## src/pkg/line_oh_pkg.sv

```systemverilog
// Purpose: Shared constants and types for the line overhead error counter slice
// Assumes: 8-bit register port, 100 MHz system clock
// Notes: Register offsets are byte addresses on the local register port

package line_oh_pkg;

   // ********************************************
   // Widths
   // ********************************************
   localparam int ADDR_W = 8;
   localparam int DATA_W = 8;
   localparam int CNT_W = 20;
   localparam int INC_W = 5;
   localparam int B2_BITS = 24;

   // ********************************************
   // Register offsets
   // ********************************************
   localparam logic [7:0] ADDR_TRIGGER = 8'h00;
   localparam logic [7:0] ADDR_RX_LINE_CTRL = 8'h18;
   localparam logic [7:0] ADDR_PARITY_LOW = 8'h1a;
   localparam logic [7:0] ADDR_PARITY_MID = 8'h1b;
   localparam logic [7:0] ADDR_PARITY_HIGH = 8'h1c;
   localparam logic [7:0] ADDR_FAR_LOW = 8'h1d;
   localparam logic [7:0] ADDR_FAR_MID = 8'h1e;
   localparam logic [7:0] ADDR_FAR_HIGH = 8'h1f;
   localparam logic [7:0] ADDR_TX_CTRL = 8'h20;
   localparam logic [7:0] ADDR_TX_ERR_INSERT = 8'h21;
   localparam logic [7:0] ADDR_PATH_ALARM = 8'h30;
   localparam logic [7:0] ADDR_IRQ_STATUS = 8'h40;
   localparam logic [7:0] ADDR_IRQ_MASK = 8'h41;

   // ********************************************
   // Field positions
   // ********************************************
   localparam int PER_BIT_POS = 7;
   localparam int REMOTE_DEFECT_POS = 0;
   localparam int PARITY_CORRUPT_POS = 0;
   localparam int POINTER_LOSS_POS = 5;
   localparam int PATH_AIS_POS = 3;
   localparam int PATH_REMOTE_POS = 2;
   localparam int HIGH_BITS = 4;
   localparam int IRQ_W = 4;
   localparam int IRQ_PARITY_POS = 0;
   localparam int IRQ_FAR_POS = 1;
   localparam int IRQ_SNAP_POS = 2;
   localparam int IRQ_OVF_POS = 3;

   // ********************************************
   // Reset values and codes
   // ********************************************
   localparam logic [7:0] CTRL_RESET = 8'h00;
   localparam logic [3:0] IRQ_RESET = 4'h0;
   localparam logic [19:0] CNT_RESET = 20'h00000;
   localparam logic [2:0] K2_DEFECT_CODE = 3'b110;
   localparam logic [2:0] K2_NORMAL_CODE = 3'b000;

   // ********************************************
   // Timing
   // ********************************************
   localparam int CLK_PERIOD_NS = 10;
   localparam int SNAP_DELAY_NS = 1000;
   localparam int SNAP_DELAY_CYC = SNAP_DELAY_NS / CLK_PERIOD_NS;
   localparam int DELAY_W = 8;

   // ********************************************
   // Types
   // ********************************************
   typedef enum logic [1:0] {
      SNAP_IDLE = 2'b01,
      SNAP_WAIT = 2'b10
   } snap_state_e;

   typedef struct packed {
      logic [ADDR_W-1:0] addr;
      logic [DATA_W-1:0] wdata;
      logic wr;
      logic rd;
   } reg_req_s;

   typedef struct packed {
      logic valid;
      logic [7:0] k2;
      logic [7:0] b2;
   } tx_oh_s;

   typedef struct packed {
      logic pointer_loss_alarm;
      logic path_alarm_indication;
      logic path_remote_defect_alarm;
   } path_alarm_s;

endpackage

```

## src/logic/line_overhead_error_counters.sv

```systemverilog
// Purpose: Line overhead error counters, transmit insertion controls and path alarm status
// Assumes: Receive error inputs synchronous to clk_sys_i, one report per frame
// Notes: Register port is 8 bits wide, read data one cycle after the read strobe
//
// Operation
// - About 1 us after a write to any counter holding register or to offset 0x00, the parity count is copied into its holding registers.
// - In that same cycle the internal parity counter restarts from the parity errors of that cycle, so none are lost.
// - Reading the three parity holding registers returns the errors of the last interval, valid unless the counter overflowed.
// - On the same trigger and delay the far-end block error count is copied into its holding registers.
// - When the far-end holding registers load, the internal far-end counter restarts from the far-end errors of that cycle.
// - Reading the three far-end holding registers returns the far-end errors of the last interval, valid unless overflowed.
// - The transmitted K2 bits 6 to 8 are 000 with the defect insert bit clear and 110 with it set.
// - While the parity corrupt bit is set every outgoing B2 byte is inverted, otherwise B2 passes unchanged.
// - The parity counter adds one per errored frame or one per errored bit, as the per-bit setting selects.
// - Path alarm status shows pointer loss, path alarm indication and path remote defect as read-only live flags.

`timescale 1ns/100ps

module line_overhead_error_counters
(
   input wire logic clk_sys_i,
   input wire logic nrst_i,
   // Register port
   input wire line_oh_pkg::reg_req_s reg_req_i,
   output logic [line_oh_pkg::DATA_W-1:0] reg_rdata_o,
   // Receive line overhead error reports
   input wire logic b2_err_valid_i,
   input wire logic [line_oh_pkg::B2_BITS-1:0] b2_err_bits_i,
   input wire logic z2_err_valid_i,
   input wire logic [line_oh_pkg::INC_W-1:0] z2_err_count_i,
   // Receive path alarms
   input wire line_oh_pkg::path_alarm_s path_alarm_i,
   // Transmit overhead
   input wire line_oh_pkg::tx_oh_s tx_oh_i,
   output line_oh_pkg::tx_oh_s tx_oh_o,
   // Interrupt
   output logic irq_o
);
   import line_oh_pkg::*;

   // ********************************************
   // State
   // ********************************************
   typedef struct packed {
      snap_state_e snap;
      logic [DELAY_W-1:0] delay;
      logic [CNT_W-1:0] parity_hold;
      logic [CNT_W-1:0] far_hold;
      logic per_bit_parity_counting;
      logic line_remote_defect_insert;
      logic line_parity_corrupt;
      logic [IRQ_W-1:0] irq_status;
      logic [IRQ_W-1:0] irq_mask;
      logic [DATA_W-1:0] rdata;
   } top_state_s;

   localparam logic [DELAY_W-1:0] DELAY_LOAD = DELAY_W'(SNAP_DELAY_CYC - 1);

   top_state_s state_ff;
   top_state_s nxt_state;

   logic [INC_W-1:0] parity_inc;
   logic [INC_W-1:0] far_inc;
   logic [INC_W-1:0] bit_errs;
   logic snap_pulse;
   logic trigger_wr;
   logic [CNT_W-1:0] parity_count;
   logic [CNT_W-1:0] far_count;
   logic parity_sat;
   logic far_sat;
   logic [IRQ_W-1:0] irq_events;
   logic [IRQ_W-1:0] irq_w1c;

   // ********************************************
   // Parity error weighting
   // ********************************************
   function automatic logic [INC_W-1:0] count_ones(input logic [B2_BITS-1:0] v);
      logic [INC_W-1:0] n;
      n = '0;
      for (int i = 0; i < B2_BITS; i++)
      begin
         n = n + INC_W'(v[i]);
      end
      return n;
   endfunction

   always_comb
   begin
      bit_errs = count_ones(b2_err_bits_i);
      parity_inc = '0;
      if (b2_err_valid_i && (bit_errs != '0))
      begin
         // Per-frame mode counts a frame once however many bits failed
         parity_inc = state_ff.per_bit_parity_counting ? bit_errs : INC_W'(1);
      end
      far_inc = z2_err_valid_i ? z2_err_count_i : '0;
   end

   // ********************************************
   // Accumulators
   // ********************************************
   err_accum
   #(
      .WIDTH(CNT_W),
      .INC_W(INC_W)
   )
   u_parity_accum
   (
      .clk_sys_i(clk_sys_i),
      .nrst_i(nrst_i),
      .inc_i(parity_inc),
      .clear_i(snap_pulse),
      .count_o(parity_count),
      .sat_o(parity_sat)
   );

   err_accum
   #(
      .WIDTH(CNT_W),
      .INC_W(INC_W)
   )
   u_far_accum
   (
      .clk_sys_i(clk_sys_i),
      .nrst_i(nrst_i),
      .inc_i(far_inc),
      .clear_i(snap_pulse),
      .count_o(far_count),
      .sat_o(far_sat)
   );

   // ********************************************
   // Snapshot trigger decode
   // ********************************************
   always_comb
   begin
      trigger_wr = 1'b0;
      if (reg_req_i.wr)
      begin
         case (reg_req_i.addr)
            ADDR_TRIGGER,
            ADDR_PARITY_LOW,
            ADDR_PARITY_MID,
            ADDR_PARITY_HIGH,
            ADDR_FAR_LOW,
            ADDR_FAR_MID,
            ADDR_FAR_HIGH: trigger_wr = 1'b1;
            default: trigger_wr = 1'b0;
         endcase
      end
   end

   // Snapshot fires when the delay runs out; a trigger on that very edge postpones it,
   // so the counters are never cleared without their totals being captured
   assign snap_pulse = (state_ff.snap == SNAP_WAIT) && (state_ff.delay == '0) && !trigger_wr;

   // ********************************************
   // Interrupt sources
   // ********************************************
   always_comb
   begin
      irq_events = '0;
      irq_events[IRQ_PARITY_POS] = (parity_inc != '0);
      irq_events[IRQ_FAR_POS] = (far_inc != '0);
      irq_events[IRQ_SNAP_POS] = snap_pulse;
      // Overflowed interval flagged when it is captured, so software can discard it
      irq_events[IRQ_OVF_POS] = snap_pulse && (parity_sat || far_sat);
      irq_w1c = '0;
      if (reg_req_i.wr && (reg_req_i.addr == ADDR_IRQ_STATUS))
      begin
         irq_w1c = reg_req_i.wdata[IRQ_W-1:0];
      end
   end

   // ********************************************
   // Next state
   // ********************************************
   always_comb
   begin
      nxt_state = state_ff;

      // Snapshot sequencer; a new trigger while waiting restarts the delay
      case (state_ff.snap)
         SNAP_IDLE:
         begin
            if (trigger_wr)
            begin
               nxt_state.snap = SNAP_WAIT;
               nxt_state.delay = DELAY_LOAD;
            end
         end
         SNAP_WAIT:
         begin
            if (trigger_wr)
            begin
               nxt_state.delay = DELAY_LOAD;
            end
            else if (state_ff.delay == '0)
            begin
               nxt_state.snap = SNAP_IDLE;
            end
            else
            begin
               nxt_state.delay = state_ff.delay - DELAY_W'(1);
            end
         end
         default:
         begin
            nxt_state.snap = SNAP_IDLE;
            nxt_state.delay = '0;
         end
      endcase

      if (snap_pulse && !trigger_wr)
      begin
         nxt_state.parity_hold = parity_count;
         nxt_state.far_hold = far_count;
      end

      // Control registers
      if (reg_req_i.wr)
      begin
         case (reg_req_i.addr)
            ADDR_RX_LINE_CTRL:
               nxt_state.per_bit_parity_counting = reg_req_i.wdata[PER_BIT_POS];
            ADDR_TX_CTRL:
               nxt_state.line_remote_defect_insert = reg_req_i.wdata[REMOTE_DEFECT_POS];
            ADDR_TX_ERR_INSERT:
               nxt_state.line_parity_corrupt = reg_req_i.wdata[PARITY_CORRUPT_POS];
            ADDR_IRQ_MASK:
               nxt_state.irq_mask = reg_req_i.wdata[IRQ_W-1:0];
            default:
               nxt_state.irq_mask = state_ff.irq_mask;
         endcase
      end

      // Set beats a simultaneous write-one clear
      nxt_state.irq_status = (state_ff.irq_status & ~irq_w1c) | irq_events;

      // Read data, valid the cycle after the strobe only
      nxt_state.rdata = '0;
      if (reg_req_i.rd)
      begin
         case (reg_req_i.addr)
            ADDR_RX_LINE_CTRL:
               nxt_state.rdata[PER_BIT_POS] = state_ff.per_bit_parity_counting;
            ADDR_PARITY_LOW:
               nxt_state.rdata = state_ff.parity_hold[7:0];
            ADDR_PARITY_MID:
               nxt_state.rdata = state_ff.parity_hold[15:8];
            ADDR_PARITY_HIGH:
               nxt_state.rdata[HIGH_BITS-1:0] = state_ff.parity_hold[19:16];
            ADDR_FAR_LOW:
               nxt_state.rdata = state_ff.far_hold[7:0];
            ADDR_FAR_MID:
               nxt_state.rdata = state_ff.far_hold[15:8];
            ADDR_FAR_HIGH:
               nxt_state.rdata[HIGH_BITS-1:0] = state_ff.far_hold[19:16];
            ADDR_TX_CTRL:
               nxt_state.rdata[REMOTE_DEFECT_POS] = state_ff.line_remote_defect_insert;
            ADDR_TX_ERR_INSERT:
               nxt_state.rdata[PARITY_CORRUPT_POS] = state_ff.line_parity_corrupt;
            ADDR_PATH_ALARM:
            begin
               nxt_state.rdata[POINTER_LOSS_POS] = path_alarm_i.pointer_loss_alarm;
               nxt_state.rdata[PATH_AIS_POS] = path_alarm_i.path_alarm_indication;
               nxt_state.rdata[PATH_REMOTE_POS] = path_alarm_i.path_remote_defect_alarm;
            end
            ADDR_IRQ_STATUS:
               nxt_state.rdata[IRQ_W-1:0] = state_ff.irq_status;
            ADDR_IRQ_MASK:
               nxt_state.rdata[IRQ_W-1:0] = state_ff.irq_mask;
            default:
               nxt_state.rdata = '0;
         endcase
      end
   end

   // ********************************************
   // Registers
   // ********************************************
   always_ff @(posedge clk_sys_i or negedge nrst_i)
   begin
      if (!nrst_i)
      begin
         state_ff.snap <= SNAP_IDLE;
         state_ff.delay <= '0;
         state_ff.parity_hold <= CNT_RESET;
         state_ff.far_hold <= CNT_RESET;
         state_ff.per_bit_parity_counting <= CTRL_RESET[PER_BIT_POS];
         state_ff.line_remote_defect_insert <= CTRL_RESET[REMOTE_DEFECT_POS];
         state_ff.line_parity_corrupt <= CTRL_RESET[PARITY_CORRUPT_POS];
         state_ff.irq_status <= IRQ_RESET;
         state_ff.irq_mask <= IRQ_RESET;
         state_ff.rdata <= '0;
      end
      else
      begin
         state_ff <= nxt_state;
      end
   end

   // ********************************************
   // Transmit insertion
   // ********************************************
   tx_oh_insert u_tx_insert
   (
      .clk_sys_i(clk_sys_i),
      .nrst_i(nrst_i),
      .tx_oh_i(tx_oh_i),
      .line_remote_defect_insert_i(state_ff.line_remote_defect_insert),
      .line_parity_corrupt_i(state_ff.line_parity_corrupt),
      .tx_oh_o(tx_oh_o)
   );

   assign reg_rdata_o = state_ff.rdata;
   assign irq_o = |(state_ff.irq_status & state_ff.irq_mask);

endmodule

```

## src/logic/err_accum.sv

```systemverilog
// Purpose: Saturating error accumulator with snapshot-and-restart
// Assumes: Increment arrives once per cycle, clear is a one-cycle pulse
// Notes: On clear the current cycle's increment starts the new interval

`timescale 1ns/100ps

module err_accum
#(
   parameter int WIDTH = 20,
   parameter int INC_W = 5
)
(
   input wire logic clk_sys_i,
   input wire logic nrst_i,
   input wire logic [INC_W-1:0] inc_i,
   input wire logic clear_i,
   output logic [WIDTH-1:0] count_o,
   output logic sat_o
);

   typedef struct packed {
      logic [WIDTH-1:0] count;
   } acc_state_s;

   acc_state_s state_ff;
   acc_state_s nxt_state;
   logic [WIDTH:0] sum;
   logic [WIDTH-1:0] inc_ext;

   assign inc_ext = WIDTH'(inc_i);

   always_comb
   begin
      nxt_state = state_ff;
      sum = {1'b0, state_ff.count} + {1'b0, inc_ext};
      if (clear_i)
      begin
         // Errors in the snapshot cycle belong to the next interval, none lost
         nxt_state.count = inc_ext;
      end
      else if (sum[WIDTH])
      begin
         nxt_state.count = '1;
      end
      else
      begin
         nxt_state.count = sum[WIDTH-1:0];
      end
   end

   always_ff @(posedge clk_sys_i or negedge nrst_i)
   begin
      if (!nrst_i)
         state_ff <= '0;
      else
         state_ff <= nxt_state;
   end

   assign count_o = state_ff.count;
   assign sat_o = &state_ff.count;

endmodule

```

## src/logic/tx_oh_insert.sv

```systemverilog
// Purpose: Transmit line overhead insertion of remote defect code and parity corruption
// Assumes: K2 and B2 bytes arrive together with a valid strobe
// Notes: One cycle of latency, output registered

`timescale 1ns/100ps

module tx_oh_insert
(
   input wire logic clk_sys_i,
   input wire logic nrst_i,
   input wire line_oh_pkg::tx_oh_s tx_oh_i,
   input wire logic line_remote_defect_insert_i,
   input wire logic line_parity_corrupt_i,
   output line_oh_pkg::tx_oh_s tx_oh_o
);
   import line_oh_pkg::*;

   typedef struct packed {
      tx_oh_s out;
   } ins_state_s;

   ins_state_s state_ff;
   ins_state_s nxt_state;

   always_comb
   begin
      nxt_state = state_ff;
      nxt_state.out.valid = tx_oh_i.valid;
      if (tx_oh_i.valid)
      begin
         // SONET bits 6..8 are the three least significant bits
         nxt_state.out.k2 = {tx_oh_i.k2[7:3],
            line_remote_defect_insert_i ? K2_DEFECT_CODE : K2_NORMAL_CODE};
         nxt_state.out.b2 = line_parity_corrupt_i ? ~tx_oh_i.b2 : tx_oh_i.b2;
      end
   end

   always_ff @(posedge clk_sys_i or negedge nrst_i)
   begin
      if (!nrst_i)
         state_ff <= '0;
      else
         state_ff <= nxt_state;
   end

   assign tx_oh_o = state_ff.out;

endmodule

```

## config.mk

```make
export PLATFORM = sky130hd
export DESIGN_NAME = line_overhead_error_counters
export DESIGN_NICKNAME = d
export VERILOG_FILES = /design/src/pkg/line_oh_pkg.sv /design/src/logic/line_overhead_error_counters.sv /design/src/logic/err_accum.sv /design/src/logic/tx_oh_insert.sv
export SDC_FILE = /design/constraint.sdc
export NUM_CORES = 1
export LEC_CHECK = 0
export BUFFER_PORTS_ARGS = -buffer_cell sky130_fd_sc_hd__buf_2
export CORE_ASPECT_RATIO = 1.1
export CORE_MARGIN = 5
export CORE_UTILIZATION = 35
export CTS_BUF_LIST = sky130_fd_sc_hd__clkbuf_8
export CTS_CLUSTER_DIAMETER = 100
export DETAILED_ROUTE_END_ITERATION = 6
export GPL_ROUTABILITY_DRIVEN = 0
export MAX_ROUTING_LAYER = met4
export SETUP_SLACK_MARGIN = 0.15
export SYNTH_ARGS = -nofsm -noshare
export SYNTH_HDL_FRONTEND = slang
export SYNTH_SLANG_ARGS = --single-unit
```

## constraint.sdc

```tcl
create_clock -name clk_sys_i -period 2.45 [get_ports clk_sys_i]
set_input_delay 0.1225 -clock clk_sys_i [delete_from_list [all_inputs] [get_ports clk_sys_i]]
set_output_delay 0.1225 -clock clk_sys_i [all_outputs]
set_load 0.02 [all_outputs]
```

==> impl_results.md <==
* Status: finished, violations left
* Failing checks: negative setup slack
* Clock sinks at roughly 120
* Diode count at 0
* FMAX at just under 200 MHz
* DP Area at 0.00826 mm2
* Io pins at 97
* Final net count at about 960
* Count of pins over their slew limit at 0
* Port bufs at 89
* Top cell type's share of synthesized area at a little over two fifths
* Initial Util at a little over a third
* Max incr delay on CP at ~0.53 ns
* Crit share post-route at 208%
* Initial DRT Pass Iterations at 4
* Share of layout cells above drive strength 1 at 33.2%
* Final setup TNS at -53.73 ns
* Die X at 148 um
* RSZ-0062 raised after global routing: true
* CTS clock-pin slew for the worst setup and hold paths at 0.07 ns
* End-of-flow core utilization at 44.4%
* Die Area at about 0.024 mm2
* Critical Setup Path Class: primary input to register
* Cell count after synthesis at slightly below 700
* Vias in the first global route at slightly below 6k
* Routed vias at 5801
* Top cells by area, synth: dfrtp_1, mux2_2, fa_1
* WL/cell at roughly 16 um
* PnR worst setup slack at -2.65 ns
* Seq/Total Area, Yosys at roughly 43%
* Endpoints failing hold at 0
* CP max-delay cell: fa_1
* CTS Buf Count at 17
* Core area at between 0.02 and 0.025 mm2
* Area Overhead vs Synth at 25.3%
* EDFF count, synth at 0
* CTS tree: yes
* Distinct cell type count after synthesis at between 70 and 80
* Worst slew margin at between 60% and 70%
* # rows at between 50 and 60
* Vias/cell at 5.20
* Hold Crit Class: primary input to register
* Dpl ws at -3.21 ns
* Synth area leader: dfrtp_1
* Crit path time final at slightly above 5 ns
* Overflow after GRT at 0
* DRC viols at 0
* Fillers at between 1.5k and 2k
* Most used DFF post-synth: dfrtp_1
* CP required at 2.79 ns
* Most used cell, CP: fa_1
* PnR Total Power at 7350 uW
* First-pass GRT wire length at 29.8 mm
* Clock skew at 0.0126 ns
* Largest net degree at the start of global routing at 48
* Antenna-violating nets left at 0
* First DRT Iteration DRCs at about 270
* Most common cell after layout, fill and taps aside: dfrtp_1
* Detailed placer's ending HPWL at about 13 mm
* CP Capture Type: register
* Setup crit start kind: primary input
* Initial antenna violation count at 0
* CTS Root Cell: clkbuf_8
* WL final at 18.1 mm
* Maximum vdd drop at ~380 uV
* Worst skew pair latency at approximately 0.45 ns
* Worst-path maximum fanout at 6
* CP cell instances: buf_6 -> fa_1 -> inv_1 -> fa_1 -> fa_1 -> fa_1 -> fa_1 -> inv_1 -> ha_2 -> inv_2 -> fa_2 -> nor2b_2 -> a22o_1 -> nand3_1 -> o311a_1 -> ha_2 -> inv_2 -> fa_2 -> nor2b_2 -> o31a_1 -> buf_4 -> o21ai_2 -> nor2_2 -> a311oi_1
* Register bit total from synthesis at approximately 120
* Fin area at around 0.0091 mm2
* MaxCap Viol Count at 0
* Crit path DAT at between 5 and 6 ns
* GRT Total Usage at 16.0%
* Multi-input logic area at just under 0.004 mm2
* Register Area at ~0.0031 mm2
* P_leak at between 0.004 and 0.005 uW
* Pwr Density at between 800 and 900 mW/mm2
* Syn_area_per_cell at ~11 um2
* Async set-reset flop share out of synthesis at 100%
* Max H-tree Level at 4
* Post-synthesis cell area at ~0.0073 mm2
* Most frequent cells in the layout: dfrtp_1, buf_2, inv_1
* Syn. warnings at 0
* Clk buf depth at 2
* Setup-failing EPs final at 21
* Post-synth net total at between 800 and 900
* Worst-Margin Slew at ~0.56 ns
* Die Ht at 161 um
==> cells in the mapped netlist (5+ instances only) <==
master	count
nand2_1	45
dfrtp_1	123
nor2_1	40
ha_1	20
xnor2_1	13
o21ai_0	34
a311oi_1	6
and2_1	6
nand3b_1	5
a211oi_1	11
mux2i_1	5
clkbuf_1	11
nand3_1	16
a21oi_1	32
nor2b_1	11
nand4_1	8
and4_1	8
buf_4	15
a22oi_1	9
a22o_1	8
xor2_1	8
nor3_1	9
o21a_1	6
or3_1	6
buf_2	5
mux2_2	59
fa_1	19
inv_1	58
a31oi_1	11
==> power by group <==
group / switching [uW] / leakage, uW / internal [uW]
registers: 337 / 0.00163 / 2390
logic: 1390 / 0.00242 / 1560
clock network: 786 / 0.000195 / 894
total: 2510 / 0.00425 / 4840
==> flip-flops by register name, indices dropped and copies added, names as in the netlist <==
register                flops
state_ff                   61
u_far_accum.count_o        20
u_parity_accum.count_o     20
u_tx_insert.tx_oh_o        15
reg_rdata_o                 8
==> metal layers <==
metal	GRT usage [%]	vias up	routed length [um]
met3	3.37	21	816
met5	-	-	0
met4	5.04	0	281
met2	24.8	142	8610
li1	-	2810	-
met1	21.0	2828	8420
==> final cells by class <==
class,instances,area share (%)
clock buffers,18,2.71
clock inverters,12,1.20
inverters,58,2.38
multi-input cells,474,42.9
flip-flops and latches,124,33.9
well taps,256,3.50
repair buffers,173,13.4
==> repair_timing <==
item / CTS / global route
gates cloned: 0 / 1
setup endpoints to repair: 21 / 44
hold buffers: 27 / 0
pin swaps: 10 / 8
hold endpoints to repair: 59 / 0
buffers inserted: 4 / 4
gates resized for setup: 23 / 23
==> cells by family after synthesis <==
group,Yosys count,share of synthesized area [%]
AOI/OAI and AO/OA,163,15.5
xor gates and xnor gates,21,2.52
adders and majority gates,39,8.64
buffers and inverters,94,6.02
DFF,124,42.5
muxes,67,10.5
other,1,0.0514
and+or+nand+nor,183,14.3
==> metrics by stage <==
stage,hold slack (ns),cells
after CTS,0.0711,1110
final,0.112,1115
after global placement,0.109,1049
after detailed placement,0.118,1049
after global routing,0.0840,1115
after floorplan,-0.173,692
==> worst max-delay path: cells and delay by family <==
family                   cells  cell delay (ns)
adder cells (fa/ha/maj)      9             3.28
buffers and inverters        6             0.47
AND/OR/NAND/NOR              4             0.35
AO/OA/AOI/OAI                5             1.21
==> final timing paths <==
| path | slack, ns | start | end | cells past startpoint |
|---|---|---|---|---|
| hold / removal | 0.11 | reg_req_i[1] | state_ff[17] | 3 |
| setup / recovery | -2.65 | b2_err_bits_i[17] | u_parity_accum.count_o[16] | 24 |
| max in group asynchronous | 1.51 | nrst_i | state_ff[67] | 3 |
| hold reg to reg | 0.51 | u_tx_insert.tx_oh_o[13] | u_tx_insert.tx_oh_o[13] | 1 |
| setup reg to reg | 0.02 | state_ff[18] | u_parity_accum.count_o[16] | 11 |
| min in group asynchronous | 0.17 | nrst_i | u_far_accum.count_o[8] | 2 |
Note: power is estimated with default switching activity, not from simulation.
